### src/scrb_regs.vh
// Purpose: Register offsets, field positions, reset values and timing counts of the serial configuration bank.
// Assumes: 20 MHz system clock, 8-bit addresses, 16-bit data words.
// Notes: Included by the shifter and bank design files; the synchroniser does not include it.
`ifndef SCRB_REGS_VH
`define SCRB_REGS_VH

// ***************************************************************
// Register offsets
// ***************************************************************
`define SCRB_ADDR_SOFT_RESET 8'h00
`define SCRB_ADDR_READBACK 8'h01
`define SCRB_ADDR_PATTERN_ALIGN 8'h02
`define SCRB_ADDR_RAMP_START 8'h0a
`define SCRB_ADDR_POWER_DOWN 8'h0f
`define SCRB_ADDR_NOISE_SUPPRESS 8'h14
`define SCRB_ADDR_FRAME_PATTERN 8'h1c
`define SCRB_ADDR_SEED_LOW 8'h23
`define SCRB_ADDR_SEED_HIGH 8'h24
`define SCRB_ADDR_UPPER_PAGE 8'hf0

// ***************************************************************
// Field positions
// ***************************************************************
`define SCRB_BIT_SOFT_RESET 0
`define SCRB_BIT_READBACK_EN 0
`define SCRB_BIT_UPPER_PAGE 4
`define SCRB_BIT_PATTERN_SYNC 13
`define SCRB_BIT_PARTIAL_SLEEP 8
`define SCRB_BIT_FULL_SLEEP 9
`define SCRB_BIT_SLEEP_PIN_SEL 10
`define SCRB_BIT_FRAME_PAT_EN 14
`define SCRB_SEED_HIGH_LSB 9

// ***************************************************************
// Reset values and writable masks
// ***************************************************************
`define SCRB_RESET_VALUE 16'h0000
`define SCRB_MASK_READBACK 16'h0011
`define SCRB_MASK_PATTERN_ALIGN 16'h2000
`define SCRB_MASK_POWER_DOWN 16'h07ff
`define SCRB_MASK_NOISE_SUPPRESS 16'h00ff
`define SCRB_MASK_FRAME_PATTERN 16'h7fff
`define SCRB_MASK_FULL 16'hffff

// ***************************************************************
// Serial word format and timing
// ***************************************************************
`define SCRB_WORD_BITS 24
`define SCRB_ADDR_BITS 8
`define SCRB_DATA_BITS 16
`define SCRB_CLK_HZ 20000000
`define SCRB_RESET_MIN_NS 50
`define SCRB_RESET_MIN_CYC ((`SCRB_RESET_MIN_NS * (`SCRB_CLK_HZ / 1000000) + 999) / 1000)

`endif

### src/scrb_sync.v
// Purpose: Two-flop synchroniser for pin inputs of the configuration bank.
// Assumes: Inputs are asynchronous to CLK_I.
// Notes: The first stage feeds only the second stage.
`timescale 1ns/1ps

module scrb_sync #(
	parameter WIDTH = 3
) (
	input wire clk_i,
	input wire rst_i,
	input wire [WIDTH-1:0] async_i,
	input wire [WIDTH-1:0] rst_val_i,
	output reg [WIDTH-1:0] sync_o
);

reg [WIDTH-1:0] meta_q;

always @(posedge clk_i) begin
	if (rst_i) begin
		meta_q <= rst_val_i;
		sync_o <= rst_val_i;
	end else begin
		meta_q <= async_i;
		sync_o <= meta_q;
	end
end

endmodule // scrb_sync

### src/scrb_shifter.v
// Purpose: Serial word receiver and readback shifter of the configuration bank.
// Assumes: Inputs are already synchronised to clk_i.
// Notes: Emits one pulse per complete 24-bit word; excess bits are dropped at deselect.
`timescale 1ns/1ps
`include "scrb_regs.vh"

module scrb_shifter (
	input wire clk_i,
	input wire rst_i,
	input wire sel_n_i,
	input wire sck_i,
	input wire sdi_i,
	input wire [15:0] rd_data_i,
	output reg [7:0] addr_o,
	output reg [15:0] data_o,
	output reg word_o,
	output reg addr_done_o,
	output reg [7:0] cur_addr_o,
	output reg sdo_o
);

reg sck_q;
reg [4:0] cnt_q;
reg [22:0] sh_q;
reg [15:0] rd_sh_q;
wire rise = sck_i & ~sck_q;
wire fall = ~sck_i & sck_q;
wire [23:0] full_word = {sh_q, sdi_i};

// ***************************************************************
// Shift in on rising edges, shift readback out on falling edges
// ***************************************************************
always @(posedge clk_i) begin
	if (rst_i) begin
		sck_q <= 1'b0;
		cnt_q <= 5'h00;
		sh_q <= 23'h000000;
		rd_sh_q <= 16'h0000;
		addr_o <= 8'h00;
		data_o <= 16'h0000;
		word_o <= 1'b0;
		addr_done_o <= 1'b0;
		cur_addr_o <= 8'h00;
		sdo_o <= 1'b0;
	end else begin
		sck_q <= sck_i;
		word_o <= 1'b0;
		addr_done_o <= 1'b0;
		if (sel_n_i) begin
			cnt_q <= 5'h00;
		end else if (rise) begin
			sh_q <= full_word[22:0];
			if (cnt_q == 5'h07) begin
				cur_addr_o <= full_word[7:0];
				addr_done_o <= 1'b1;
			end
			if (cnt_q == 5'h17) begin
				cnt_q <= 5'h00;
				addr_o <= full_word[23:16];
				data_o <= full_word[15:0];
				word_o <= 1'b1;
			end else begin
				cnt_q <= cnt_q + 5'h01;
			end
		end else if (fall && cnt_q != 5'h00 && cnt_q > 5'h07) begin
			sdo_o <= rd_sh_q[15];
			rd_sh_q <= {rd_sh_q[14:0], 1'b0};
		end
		if (addr_done_o) begin
			rd_sh_q <= rd_data_i;
		end
	end
end

endmodule // scrb_shifter

### src/scrb_bank.v
// Purpose: Configuration register bank behind a three-wire serial write port with serial readback.
// Assumes: CLK_I at 20 MHz; shift clock, select, data and reset pins are asynchronous.
// Notes: Readback data is driven on falling shift-clock edges for sampling on the next rising edge.
// Function
// - A high-going reset pulse returns every register to its default value.
// - Readback output stays high impedance after power-up and reset until readback enabled.
// - In readback mode only address 1 is writable; selected register shifts out.
// - Address 1 cannot be read back while readback mode is active.
// - Controller sends address; device shifts D15 to D0, sampled on rising clock.
// - Clearing readback enable leaves readback, re-enables writes, floats the output.
// - Reset state is normal 14-bit operation, one wire, 14x serial, 7x/1x clocks.
// - Reset state: readback off, sleep pin global, 0 dB gain, filters off.
// - Writing one to address 00 bit D0 resets all registers then self-clears.
// - Address 01 bit D4 gates access to the register at 0xF0.
// - Address 02 bit D13 enables test pattern synchronisation.
// - Address 0A holds the 16-bit ramp start value.
// - Address 0F: per-channel power off, partial sleep D8, full sleep D9.
// - Address 0F bit D10 makes the sleep pin trigger partial, else full sleep.
// - Address 14 bits D7 to D0 enable noise suppression per channel.
// - Address 1C bit D14 makes frame clock follow the 14-bit pattern D13 to D0.
// - Seed is 23 bits: low 16 from address 23, high 7 from 24 D15-D9.
// - Several functions in one register update in a single write.
// - While selected, data sampled on rising edges; every 24th edge commits a word.
// - Each word is 8 address bits then 16 data bits; many words per select.
`timescale 1ns/1ps
`include "scrb_regs.vh"

module scrb_bank #(
	parameter CHANNELS = 8,
	parameter UPPER_PAGE_RESET = 16'h0000
) (
	input wire CLK_I,
	input wire RST_I,
	input wire PORT_SELECT_N_I,
	input wire PORT_CLK_I,
	input wire PORT_DATA_IN_I,
	input wire HW_RESET_I,
	input wire SLEEP_PIN_I,
	output reg PORT_DATA_OUT_O,
	output reg PORT_DATA_OUT_OE_N_O,
	output reg READBACK_ACTIVE_O,
	output reg UPPER_PAGE_ACCESS_ENABLE_O,
	output reg PATTERN_SYNC_ENABLE_O,
	output reg [15:0] RAMP_START_VALUE_O,
	output reg [CHANNELS-1:0] CHANNEL_POWER_OFF_O,
	output reg PARTIAL_SLEEP_O,
	output reg FULL_SLEEP_O,
	output reg [CHANNELS-1:0] CHANNEL_NOISE_SUPPRESS_O,
	output reg FRAME_PATTERN_ENABLE_O,
	output reg [13:0] FRAME_PATTERN_BITS_O,
	output reg [22:0] PRNG_START_SEED_O,
	output reg [CHANNELS-1:0] INPUT_POLARITY_SWAP_O,
	output reg [15:0] UPPER_PAGE_REG_O
);

// ***************************************************************
// Pin synchronisation
// ***************************************************************
wire [3:0] pins_sync;
wire sel_n = pins_sync[3];
wire sck = pins_sync[2];
wire sdi = pins_sync[1];
wire hw_rst = pins_sync[0];
reg sleep_meta_q;
reg sleep_q;
reg hw_rst_q;

scrb_sync #(
	.WIDTH(4)
) u_sync (
	.clk_i(CLK_I),
	.rst_i(RST_I),
	.async_i({PORT_SELECT_N_I, PORT_CLK_I, PORT_DATA_IN_I, ~HW_RESET_I}),
	.rst_val_i(4'h9),
	.sync_o(pins_sync)
);

// ***************************************************************
// Register storage
// ***************************************************************
reg [15:0] readback_q;
reg [15:0] align_q;
reg [15:0] ramp_q;
reg [15:0] power_q;
reg [15:0] noise_q;
reg [15:0] frame_q;
reg [15:0] seed_lo_q;
reg [15:0] seed_hi_q;
reg [15:0] upper_q;
reg soft_rst_q;

wire [7:0] wr_addr;
wire [15:0] wr_data;
wire word_done;
wire addr_done;
wire [7:0] cur_addr;
wire sdo;
reg [15:0] rd_mux;

wire readback_en = readback_q[`SCRB_BIT_READBACK_EN];
wire upper_en = readback_q[`SCRB_BIT_UPPER_PAGE];
wire hw_rst_edge = ~hw_rst & hw_rst_q;
wire bank_clear = RST_I | hw_rst_edge | soft_rst_q;

// Readback data selection; address 1 and unmapped addresses read zero.
always @* begin
	case (cur_addr)
	`SCRB_ADDR_PATTERN_ALIGN: rd_mux = align_q;
	`SCRB_ADDR_RAMP_START: rd_mux = ramp_q;
	`SCRB_ADDR_POWER_DOWN: rd_mux = power_q;
	`SCRB_ADDR_NOISE_SUPPRESS: rd_mux = noise_q;
	`SCRB_ADDR_FRAME_PATTERN: rd_mux = frame_q;
	`SCRB_ADDR_SEED_LOW: rd_mux = seed_lo_q;
	`SCRB_ADDR_SEED_HIGH: rd_mux = seed_hi_q;
	`SCRB_ADDR_UPPER_PAGE: rd_mux = upper_en ? upper_q : 16'h0000;
	default: rd_mux = 16'h0000;
	endcase
end

scrb_shifter u_shifter (
	.clk_i(CLK_I),
	.rst_i(RST_I),
	.sel_n_i(sel_n),
	.sck_i(sck),
	.sdi_i(sdi),
	.rd_data_i(rd_mux),
	.addr_o(wr_addr),
	.data_o(wr_data),
	.word_o(word_done),
	.addr_done_o(addr_done),
	.cur_addr_o(cur_addr),
	.sdo_o(sdo)
);

// ***************************************************************
// Write path
// ***************************************************************
wire wr_ok = word_done & (~readback_en | wr_addr == `SCRB_ADDR_READBACK);

always @(posedge CLK_I) begin
	if (RST_I) begin
		hw_rst_q <= 1'b0;
		sleep_meta_q <= 1'b0;
		sleep_q <= 1'b0;
	end else begin
		hw_rst_q <= hw_rst;
		sleep_meta_q <= SLEEP_PIN_I;
		sleep_q <= sleep_meta_q;
	end
end

always @(posedge CLK_I) begin
	if (bank_clear) begin
		readback_q <= `SCRB_RESET_VALUE;
		align_q <= `SCRB_RESET_VALUE;
		ramp_q <= `SCRB_RESET_VALUE;
		power_q <= `SCRB_RESET_VALUE;
		noise_q <= `SCRB_RESET_VALUE;
		frame_q <= `SCRB_RESET_VALUE;
		seed_lo_q <= `SCRB_RESET_VALUE;
		seed_hi_q <= `SCRB_RESET_VALUE;
		upper_q <= UPPER_PAGE_RESET;
		soft_rst_q <= 1'b0;
	end else if (wr_ok) begin
		case (wr_addr)
		`SCRB_ADDR_SOFT_RESET: soft_rst_q <= wr_data[`SCRB_BIT_SOFT_RESET];
		`SCRB_ADDR_READBACK: readback_q <= wr_data & `SCRB_MASK_READBACK;
		`SCRB_ADDR_PATTERN_ALIGN: align_q <= wr_data & `SCRB_MASK_PATTERN_ALIGN;
		`SCRB_ADDR_RAMP_START: ramp_q <= wr_data;
		`SCRB_ADDR_POWER_DOWN: power_q <= wr_data & `SCRB_MASK_POWER_DOWN;
		`SCRB_ADDR_NOISE_SUPPRESS: noise_q <= wr_data & `SCRB_MASK_NOISE_SUPPRESS;
		`SCRB_ADDR_FRAME_PATTERN: frame_q <= wr_data & `SCRB_MASK_FRAME_PATTERN;
		`SCRB_ADDR_SEED_LOW: seed_lo_q <= wr_data;
		`SCRB_ADDR_SEED_HIGH: seed_hi_q <= wr_data;
		`SCRB_ADDR_UPPER_PAGE: begin
			if (upper_en) begin
				upper_q <= wr_data;
			end
		end
		default: soft_rst_q <= 1'b0;
		endcase
	end
end

// ***************************************************************
// Registered outputs
// ***************************************************************
always @(posedge CLK_I) begin
	if (RST_I) begin
		PORT_DATA_OUT_O <= 1'b0;
		PORT_DATA_OUT_OE_N_O <= 1'b1;
		READBACK_ACTIVE_O <= 1'b0;
		UPPER_PAGE_ACCESS_ENABLE_O <= 1'b0;
		PATTERN_SYNC_ENABLE_O <= 1'b0;
		RAMP_START_VALUE_O <= 16'h0000;
		CHANNEL_POWER_OFF_O <= {CHANNELS{1'b0}};
		PARTIAL_SLEEP_O <= 1'b0;
		FULL_SLEEP_O <= 1'b0;
		CHANNEL_NOISE_SUPPRESS_O <= {CHANNELS{1'b0}};
		FRAME_PATTERN_ENABLE_O <= 1'b0;
		FRAME_PATTERN_BITS_O <= 14'h0000;
		PRNG_START_SEED_O <= 23'h000000;
		INPUT_POLARITY_SWAP_O <= {CHANNELS{1'b0}};
		UPPER_PAGE_REG_O <= 16'h0000;
	end else begin
		PORT_DATA_OUT_O <= readback_en ? sdo : 1'b0;
		PORT_DATA_OUT_OE_N_O <= ~readback_en;
		READBACK_ACTIVE_O <= readback_en;
		UPPER_PAGE_ACCESS_ENABLE_O <= upper_en;
		PATTERN_SYNC_ENABLE_O <= align_q[`SCRB_BIT_PATTERN_SYNC];
		RAMP_START_VALUE_O <= ramp_q;
		CHANNEL_POWER_OFF_O <= power_q[CHANNELS-1:0];
		PARTIAL_SLEEP_O <= power_q[`SCRB_BIT_PARTIAL_SLEEP] |
			(sleep_q & power_q[`SCRB_BIT_SLEEP_PIN_SEL]);
		FULL_SLEEP_O <= power_q[`SCRB_BIT_FULL_SLEEP] |
			(sleep_q & ~power_q[`SCRB_BIT_SLEEP_PIN_SEL]);
		CHANNEL_NOISE_SUPPRESS_O <= noise_q[CHANNELS-1:0];
		FRAME_PATTERN_ENABLE_O <= frame_q[`SCRB_BIT_FRAME_PAT_EN];
		FRAME_PATTERN_BITS_O <= frame_q[13:0];
		PRNG_START_SEED_O <= {seed_hi_q[15:`SCRB_SEED_HIGH_LSB], seed_lo_q};
		INPUT_POLARITY_SWAP_O <= seed_hi_q[CHANNELS-1:0];
		UPPER_PAGE_REG_O <= upper_q;
	end
end

endmodule // scrb_bank

### config.mk
export PLATFORM = sky130hd
export DESIGN_NAME = scrb_bank
export DESIGN_NICKNAME = d
export VERILOG_FILES = /design/src/scrb_sync.v /design/src/scrb_shifter.v /design/src/scrb_bank.v
export VERILOG_INCLUDE_DIRS = /design/src /design/src/src
export SDC_FILE = /design/constraint.sdc
export NUM_CORES = 1
export LEC_CHECK = 0
export CAP_MARGIN = 20
export CORE_ASPECT_RATIO = 1.4
export CORE_MARGIN = 2
export CORE_UTILIZATION = 35
export DETAILED_ROUTE_END_ITERATION = 16
export DONT_BUFFER_PORTS = 1
export GPL_TIMING_DRIVEN = 0
export PLACE_DENSITY = 0.61
export SLEW_MARGIN = 5
export SYNTH_ARGS = -nofsm -noshare
export SYNTH_HDL_FRONTEND = slang
export SYNTH_SLANG_ARGS = --single-unit
export TNS_END_PERCENT = 10
### constraint.sdc
create_clock -name CLK_I -period 4.2 [get_ports CLK_I]
set_input_delay 0.84 -clock CLK_I [delete_from_list [all_inputs] [get_ports CLK_I]]
set_output_delay 0.84 -clock CLK_I [all_outputs]
set_load 0.005 [all_outputs]
# Word level (Yosys, flattened, before mapping)
# Cells that the tools add are included.
[totals]
romBits = 0
output_inout_bits = 101
latchBits = 0
n_memories = 0
register_bits = 294
ram_bits = 0
inputBits = 7
[classes]
magnitude_cmp = 1
muxes = 10
shift = 0
bitwise_logic = 20
add_sub_neg = 1
div = 0
reduce_logical = 24
eq_ne = 21
n_mul = 0
[ops]
columns = ["operator", "count"]
rows = [
  ["$pmux W16 S8", 1],
  ["$mux W16", 5],
  ["$eq A8 B4 Y1 const B", 4],
  ["$eq A8 B5 Y1 const B", 4],
  ["$eq A8 B6 Y1 const B", 4],
  ["$reduce_and A2 Y1", 10],
  ["$eq A8 B2 Y1 const B", 2],
  ["$eq A8 B8 Y1 const B", 2],
  ["$reduce_and A3 Y1", 5],
  ["$not A1 Y1", 9],
  ["$reduce_or A9 Y1", 1],
  ["$eq A8 B1 Y1 const B", 1],
  ["$logic_not A8 Y1", 1],
  ["$and A1 B1 Y1", 6],
  ["$add A5 B1 Y5 const B", 1],
  ["$eq A5 B3 Y1 const B", 1],
  ["$eq A5 B5 Y1 const B", 1],
  ["$gt A5 B3 Y1 const B", 1],
  ["$mux W5", 1],
  ["$or A1 B1 Y1", 5],
  ["$reduce_bool A5 Y1", 1],
  ["$ne A2 B1 Y1 const B", 2],
  ["$reduce_or A2 Y1", 2],
  ["$reduce_or A3 Y1", 1],
  ["other kinds (4)", 6],
]

# Longest topological paths before layout
[depth]
depth_word = 8
ltp_mapped = 8
depth_no_buf = 6

# Hierarchy
# Synthesis repeated with hierarchy kept, for this count alone.
[hier_totals]
cells_unflattened = 1157
hier_area_um2 = 11028.1
[modules_own_cells]
columns = ["mod", "seq_area_each_um2", "n_inst", "cells_each", "area_per_inst_um2"]
rows = [
  ["scrb_bank", 4124.0, 1, 748, 7324.5],
  ["scrb_shifter", 1601.5, 1, 392, 3412.0],
  ["scrb_sync", 160.2, 1, 17, 291.5],
]

# Worst setup path before layout
# No wires, ideal clock.
[synth_timing]
path_type = "input to register"
startpoint = "in RST_I"
endpoint = "reg u_shifter.cnt_q[1]"
path_stages = 4
setup_time_ps = 138
n_path_buf = 3
arrival_ps = 1819
path_slack_ps = 2243
required_time_ps = 4062
path_cell_list = "clkbuf_1 -> clkbuf_1 -> clkbuf_1 -> nor3_1"
[synth_between]
elab_chain_cells = 1
[synth_lines]
columns = ["element", "line", "rtl"]
rows = [
  ["from (decl)", "scrb_bank.v:33", "input wire RST_I,"],
  ["$reduce_or A2 Y1 (no source line)", "-", ""],
  ["to (signal assigned)", "scrb_shifter.v:63", "cnt_q <= cnt_q + 5'h01;"],
  ["to (decl)", "scrb_shifter.v:23", "reg [4:0] cnt_q;"],
]
# Every way passes these cells.
# A chain may end at the register's enable or synchronous reset.

# Worst setup path after layout
[layout_timing]
startpoint = "reg u_shifter.cur_addr_o[2]"
endpoint = "reg u_shifter.rd_sh_q[7]"
[layout_between]
elab_chain_cells = 3
elab_cells_between_ends = 10
cone_classes = "eq/ne (8); mux (2)"
[layout_lines]
columns = ["element", "line", "rtl"]
rows = [
  ["from (decl)", "scrb_shifter.v:18", "output reg [7:0] cur_addr_o,"],
  ["from (signal assigned)", "scrb_shifter.v:54", "cur_addr_o <= full_word[7:0];"],
  ["$eq A8 B8 Y1, or another cell as far along", "scrb_bank.v:107", "case (cur_addr)"],
  ["$pmux W16 S8 (*)", "scrb_bank.v:107", ""],
  ["$mux W16 (*)", "scrb_shifter.v:69", "if (addr_done_o) begin"],
  ["to (signal assigned)", "scrb_shifter.v:67", "rd_sh_q <= {rd_sh_q[14:0], 1'b0};"],
  ["to (signal assigned)", "scrb_shifter.v:70", "rd_sh_q <= rd_data_i;"],
  ["to (decl)", "scrb_shifter.v:25", "reg [15:0] rd_sh_q;"],
]
# Every way passes the cells marked *; elsewhere a longest branch is shown, timed or not.

==> flow_summary.yaml <==
outcome:
  status: "finished clean"
timing:
  tightest_slew_ps: 995
  slew_headroom_pct: 33.6
  rsz0062_at_grt: "false"
  setup_tns_ps: 0
  drv_slew: 0
  setup_violations: 0
  min_period_ps: 2580
  timing.final.ws_setup_ps: 1620
  finalClockSkew_ps: 13.0
  max_freq_mhz: 388
  finalHoldViolations: 0
  fin_crit_sh_pct: 61.3
grt:
  grt_max_degree: 16
  grt_overflow: 0
  grtUsageTotal_pct: 18.5
  antenna_found_initial: 0
  grt_first_pass_wirelength_um: 46300
  grt_pass1_vias: 7847
yosys:
  synth_warnings: 0
  ys_ff_latch: 294
  synth_nets: 1122
  synth_cell_types: 55
  syn_area_mm2: 0.0107
  ys.flop_type: "dfxtp_1"
  synth-edff-count: 0
  synthArstFlopShare_pct: 0
  yosysSeqAreaShare_pct: 55.0
  synthCells: 1113
  avgSynthCellArea_um2: 9.62
worst_setup_path:
  crit_family: "compound AO/OA/AOI/OAI gates"
  cp_cell_sequence: "buf_2 > nor4bb_1 > clkbuf_1 > buf_4 > a22oi_1 > o22ai_1 > o21ai_1 > a211oi_2"
  worstSetupPathType: "reg2reg"
  critPathMaxStageDelay_ps: 500
  cp-start-kind: "register"
  endpoint_kind: "register"
  crit_arrival_ps: 3040
  required_ps: 4670
  cp_slowest_cell: "nor4bb_1"
  crit_fanout: 10
  cp_num_buf_inv: 3
floorplan:
  dieArea_mm2: 0.0320
  core-area_mm2: 0.0300
  io_pins: 108
  fp-row-count: 75
  start_util_pct: 35.7
  die_y_um: 211
  fp.dieW_um: 152
min_path:
  hold_class: "in2reg"
power:
  swShare_pct: 21.2
  p_leak_nw: 4.59
  power.share.clock_pct: 48.1
  pwr-share-comb_pct: 1.5
  power-per-cell-area_mw_per_mm2: 455
  pwr-share-seq_pct: 50.4
  total_power_mw: 5.54
  p_int_mw: 4.37
  ir_drop_v: 0.000268
  netSwitchingPower_mw: 1.17
layout:
  layout.nets: 1152
  diodes: 0
  drive_above_1_share_pct: 8.68
  postLayoutCoreUtil_pct: 40.5
  stdcell_count: 1548
  area_growth_pct: 13.6
clocking:
  root_buffer: "clkbuf_16"
  post_cts_buffers: 0
  numClockSinks: 294
  cts_resized: 0
  cts.path.max_buffers: 3
  cts-buffers-inserted: 28
  htree_levels: 1
  clock_latency_ps: 550
  cts_tree: "yes"
  cts_hold_repair.buffers: 0
  path_clk_slew_ps: 70
route:
  detail-route-antenna-nets: 0
  drt_iter0_markers: 510
  vias: 7920
  viasPerCell: 5.12
  wirelength_um: 30400
  wl_per_cell_um: 19.6
  post-route-drc-count: 0
  first_pass_iters: 5
placed_design:
  place_inst: 1498
  dp_hpwl_um: 22200
  post-place-ws_ps: 1540
  port_buffers: 0
  globalplace.congestion: 0.909
run:
  cap_violations: 0
[synth_stat cells, types with 3 or more instances]
cell	number	share of area (%)
a211oi_1	6	0.42
a211oi_2	8	0.93
a21oi_1	79	3.7
a221o_2	4	0.42
a22o_1	4	0.33
a22oi_1	34	2.4
and3_1	3	0.18
and4_1	5	0.41
and4b_1	4	0.37
buf_2	13	0.61
buf_4	5	0.35
buf_6	6	0.63
clkbuf_1	59	2.1
dfxtp_1	294	55
inv_1	6	0.21
mux2i_1	83	7.8
nand2_1	155	5.4
nand2b_1	6	0.35
nand3_1	5	0.23
nor2_1	117	4.1
nor2b_1	109	6.4
nor3_1	9	0.42
nor3b_1	5	0.35
nor4_1	3	0.18
nor4b_4	3	0.67
nor4bb_1	4	0.37
o21ai_0	16	0.75
o21ai_1	12	0.56
o22ai_1	8	0.47
o2bb2ai_1	8	0.65
o31ai_1	4	0.28
or2_2	4	0.23
[final timing paths]
check,from,endpoint,slack [ps],depth (start not counted)
max reg2reg,u_shifter.cur_addr_o[2]$_SDFFE_PP0P_,u_shifter.rd_sh_q[7]$_SDFFE_PP0P_,1620,8
min,HW_RESET_I,u_sync.meta_q[0]$_SDFF_PP1_,370,1
max,u_shifter.cur_addr_o[2]$_SDFFE_PP0P_,u_shifter.rd_sh_q[7]$_SDFFE_PP0P_,1620,8
min reg2reg,u_sync.meta_q[3]$_SDFF_PP1_,u_sync.sync_o[3]$_SDFF_PP1_,410,1
[sequential cells by signal (all words and copies together), names as in the netlist, 2 cells and up]
| register | flops |
|---|---|
| CHANNEL_NOISE_SUPPRESS_O | 8 |
| ramp_q | 16 |
| FRAME_PATTERN_BITS_O | 14 |
| u_shifter.addr_o | 8 |
| INPUT_POLARITY_SWAP_O | 8 |
| u_shifter.cnt_q | 5 |
| power_q | 11 |
| frame_q | 15 |
| u_shifter.cur_addr_o | 8 |
| u_shifter.rd_sh_q | 16 |
| upper_q | 16 |
| PRNG_START_SEED_O | 23 |
| seed_lo_q | 16 |
| readback_q | 2 |
| u_sync.meta_q | 4 |
| u_shifter.sh_q | 23 |
| noise_q | 8 |
| seed_hi_q | 16 |
| CHANNEL_POWER_OFF_O | 8 |
| UPPER_PAGE_REG_O | 16 |
| u_shifter.data_o | 16 |
| RAMP_START_VALUE_O | 16 |
| u_sync.sync_o | 4 |
[cells in the final DEF, fill, tap and decap left out, types with 8 or more instances in the layout]
| master | instances |
|---|---|
| o21ai_0 | 16 |
| nor2b_1 | 109 |
| o2bb2ai_1 | 8 |
| nor3_1 | 9 |
| buf_2 | 13 |
| clkbuf_16 | 29 |
| a22oi_1 | 34 |
| a211oi_2 | 8 |
| nand2_1 | 155 |
| nor2_1 | 117 |
| o21ai_1 | 12 |
| dfxtp_1 | 294 |
| a21oi_1 | 79 |
| clkbuf_1 | 61 |
| o22ai_1 | 8 |
| mux2i_1 | 83 |
[metrics by stage]
| step | hold WS, ps | cell area [µm²] |
|---|---|---|
| final | 370 | 12200 |
| after global routing | 354 | 12200 |
| after CTS | 349 | 12200 |
| after detailed placement | 399 | 11200 |
| after global placement | 395 | 11200 |
| after floorplan | 389 | 10700 |
[routing by layer]
layer	share of wire, %	vias up	wire length, µm	GRT usage [%]
met5	0	-	0	0
met4	5.2	0	1570	9.80
met3	5.2	72	1580	2.81
met2	50	259	15300	33.6
met1	39	3774	11900	20.8
li1	-	3815	-	-
[cells by family after synthesis]
group	after synthesis	share of synthesized area [%]
fa+ha+maj	2	0.234
buf+inv	89	3.87
simple gates	452	21.3
flops	294	55.0
xor+xnor	3	0.245
mux	84	7.86
compound gates	189	11.5
[power groups by stage]
stage          registers (mW)  clock network, mW  logic, mW
2_1_floorplan            2.86                  0     0.0479
3_3_place_gp             2.86                  0     0.0822
3_5_place_dp             2.86                  0     0.0828
4_1_cts                  2.80               2.72     0.0828
5_1_grt                  2.79               2.82     0.0886
6_report                 2.80               2.66     0.0823
[final cells by class]
class	instances	area, µm²
fillers	2983	17900
flip-flops and latches	294	5890
well taps	385	482
multi-input cells	730	4410
clock buffers	34	774
clock inverters	16	204
plain buffers	83	392
inverters	6	22.5
(Power assumes the default switching activity.)
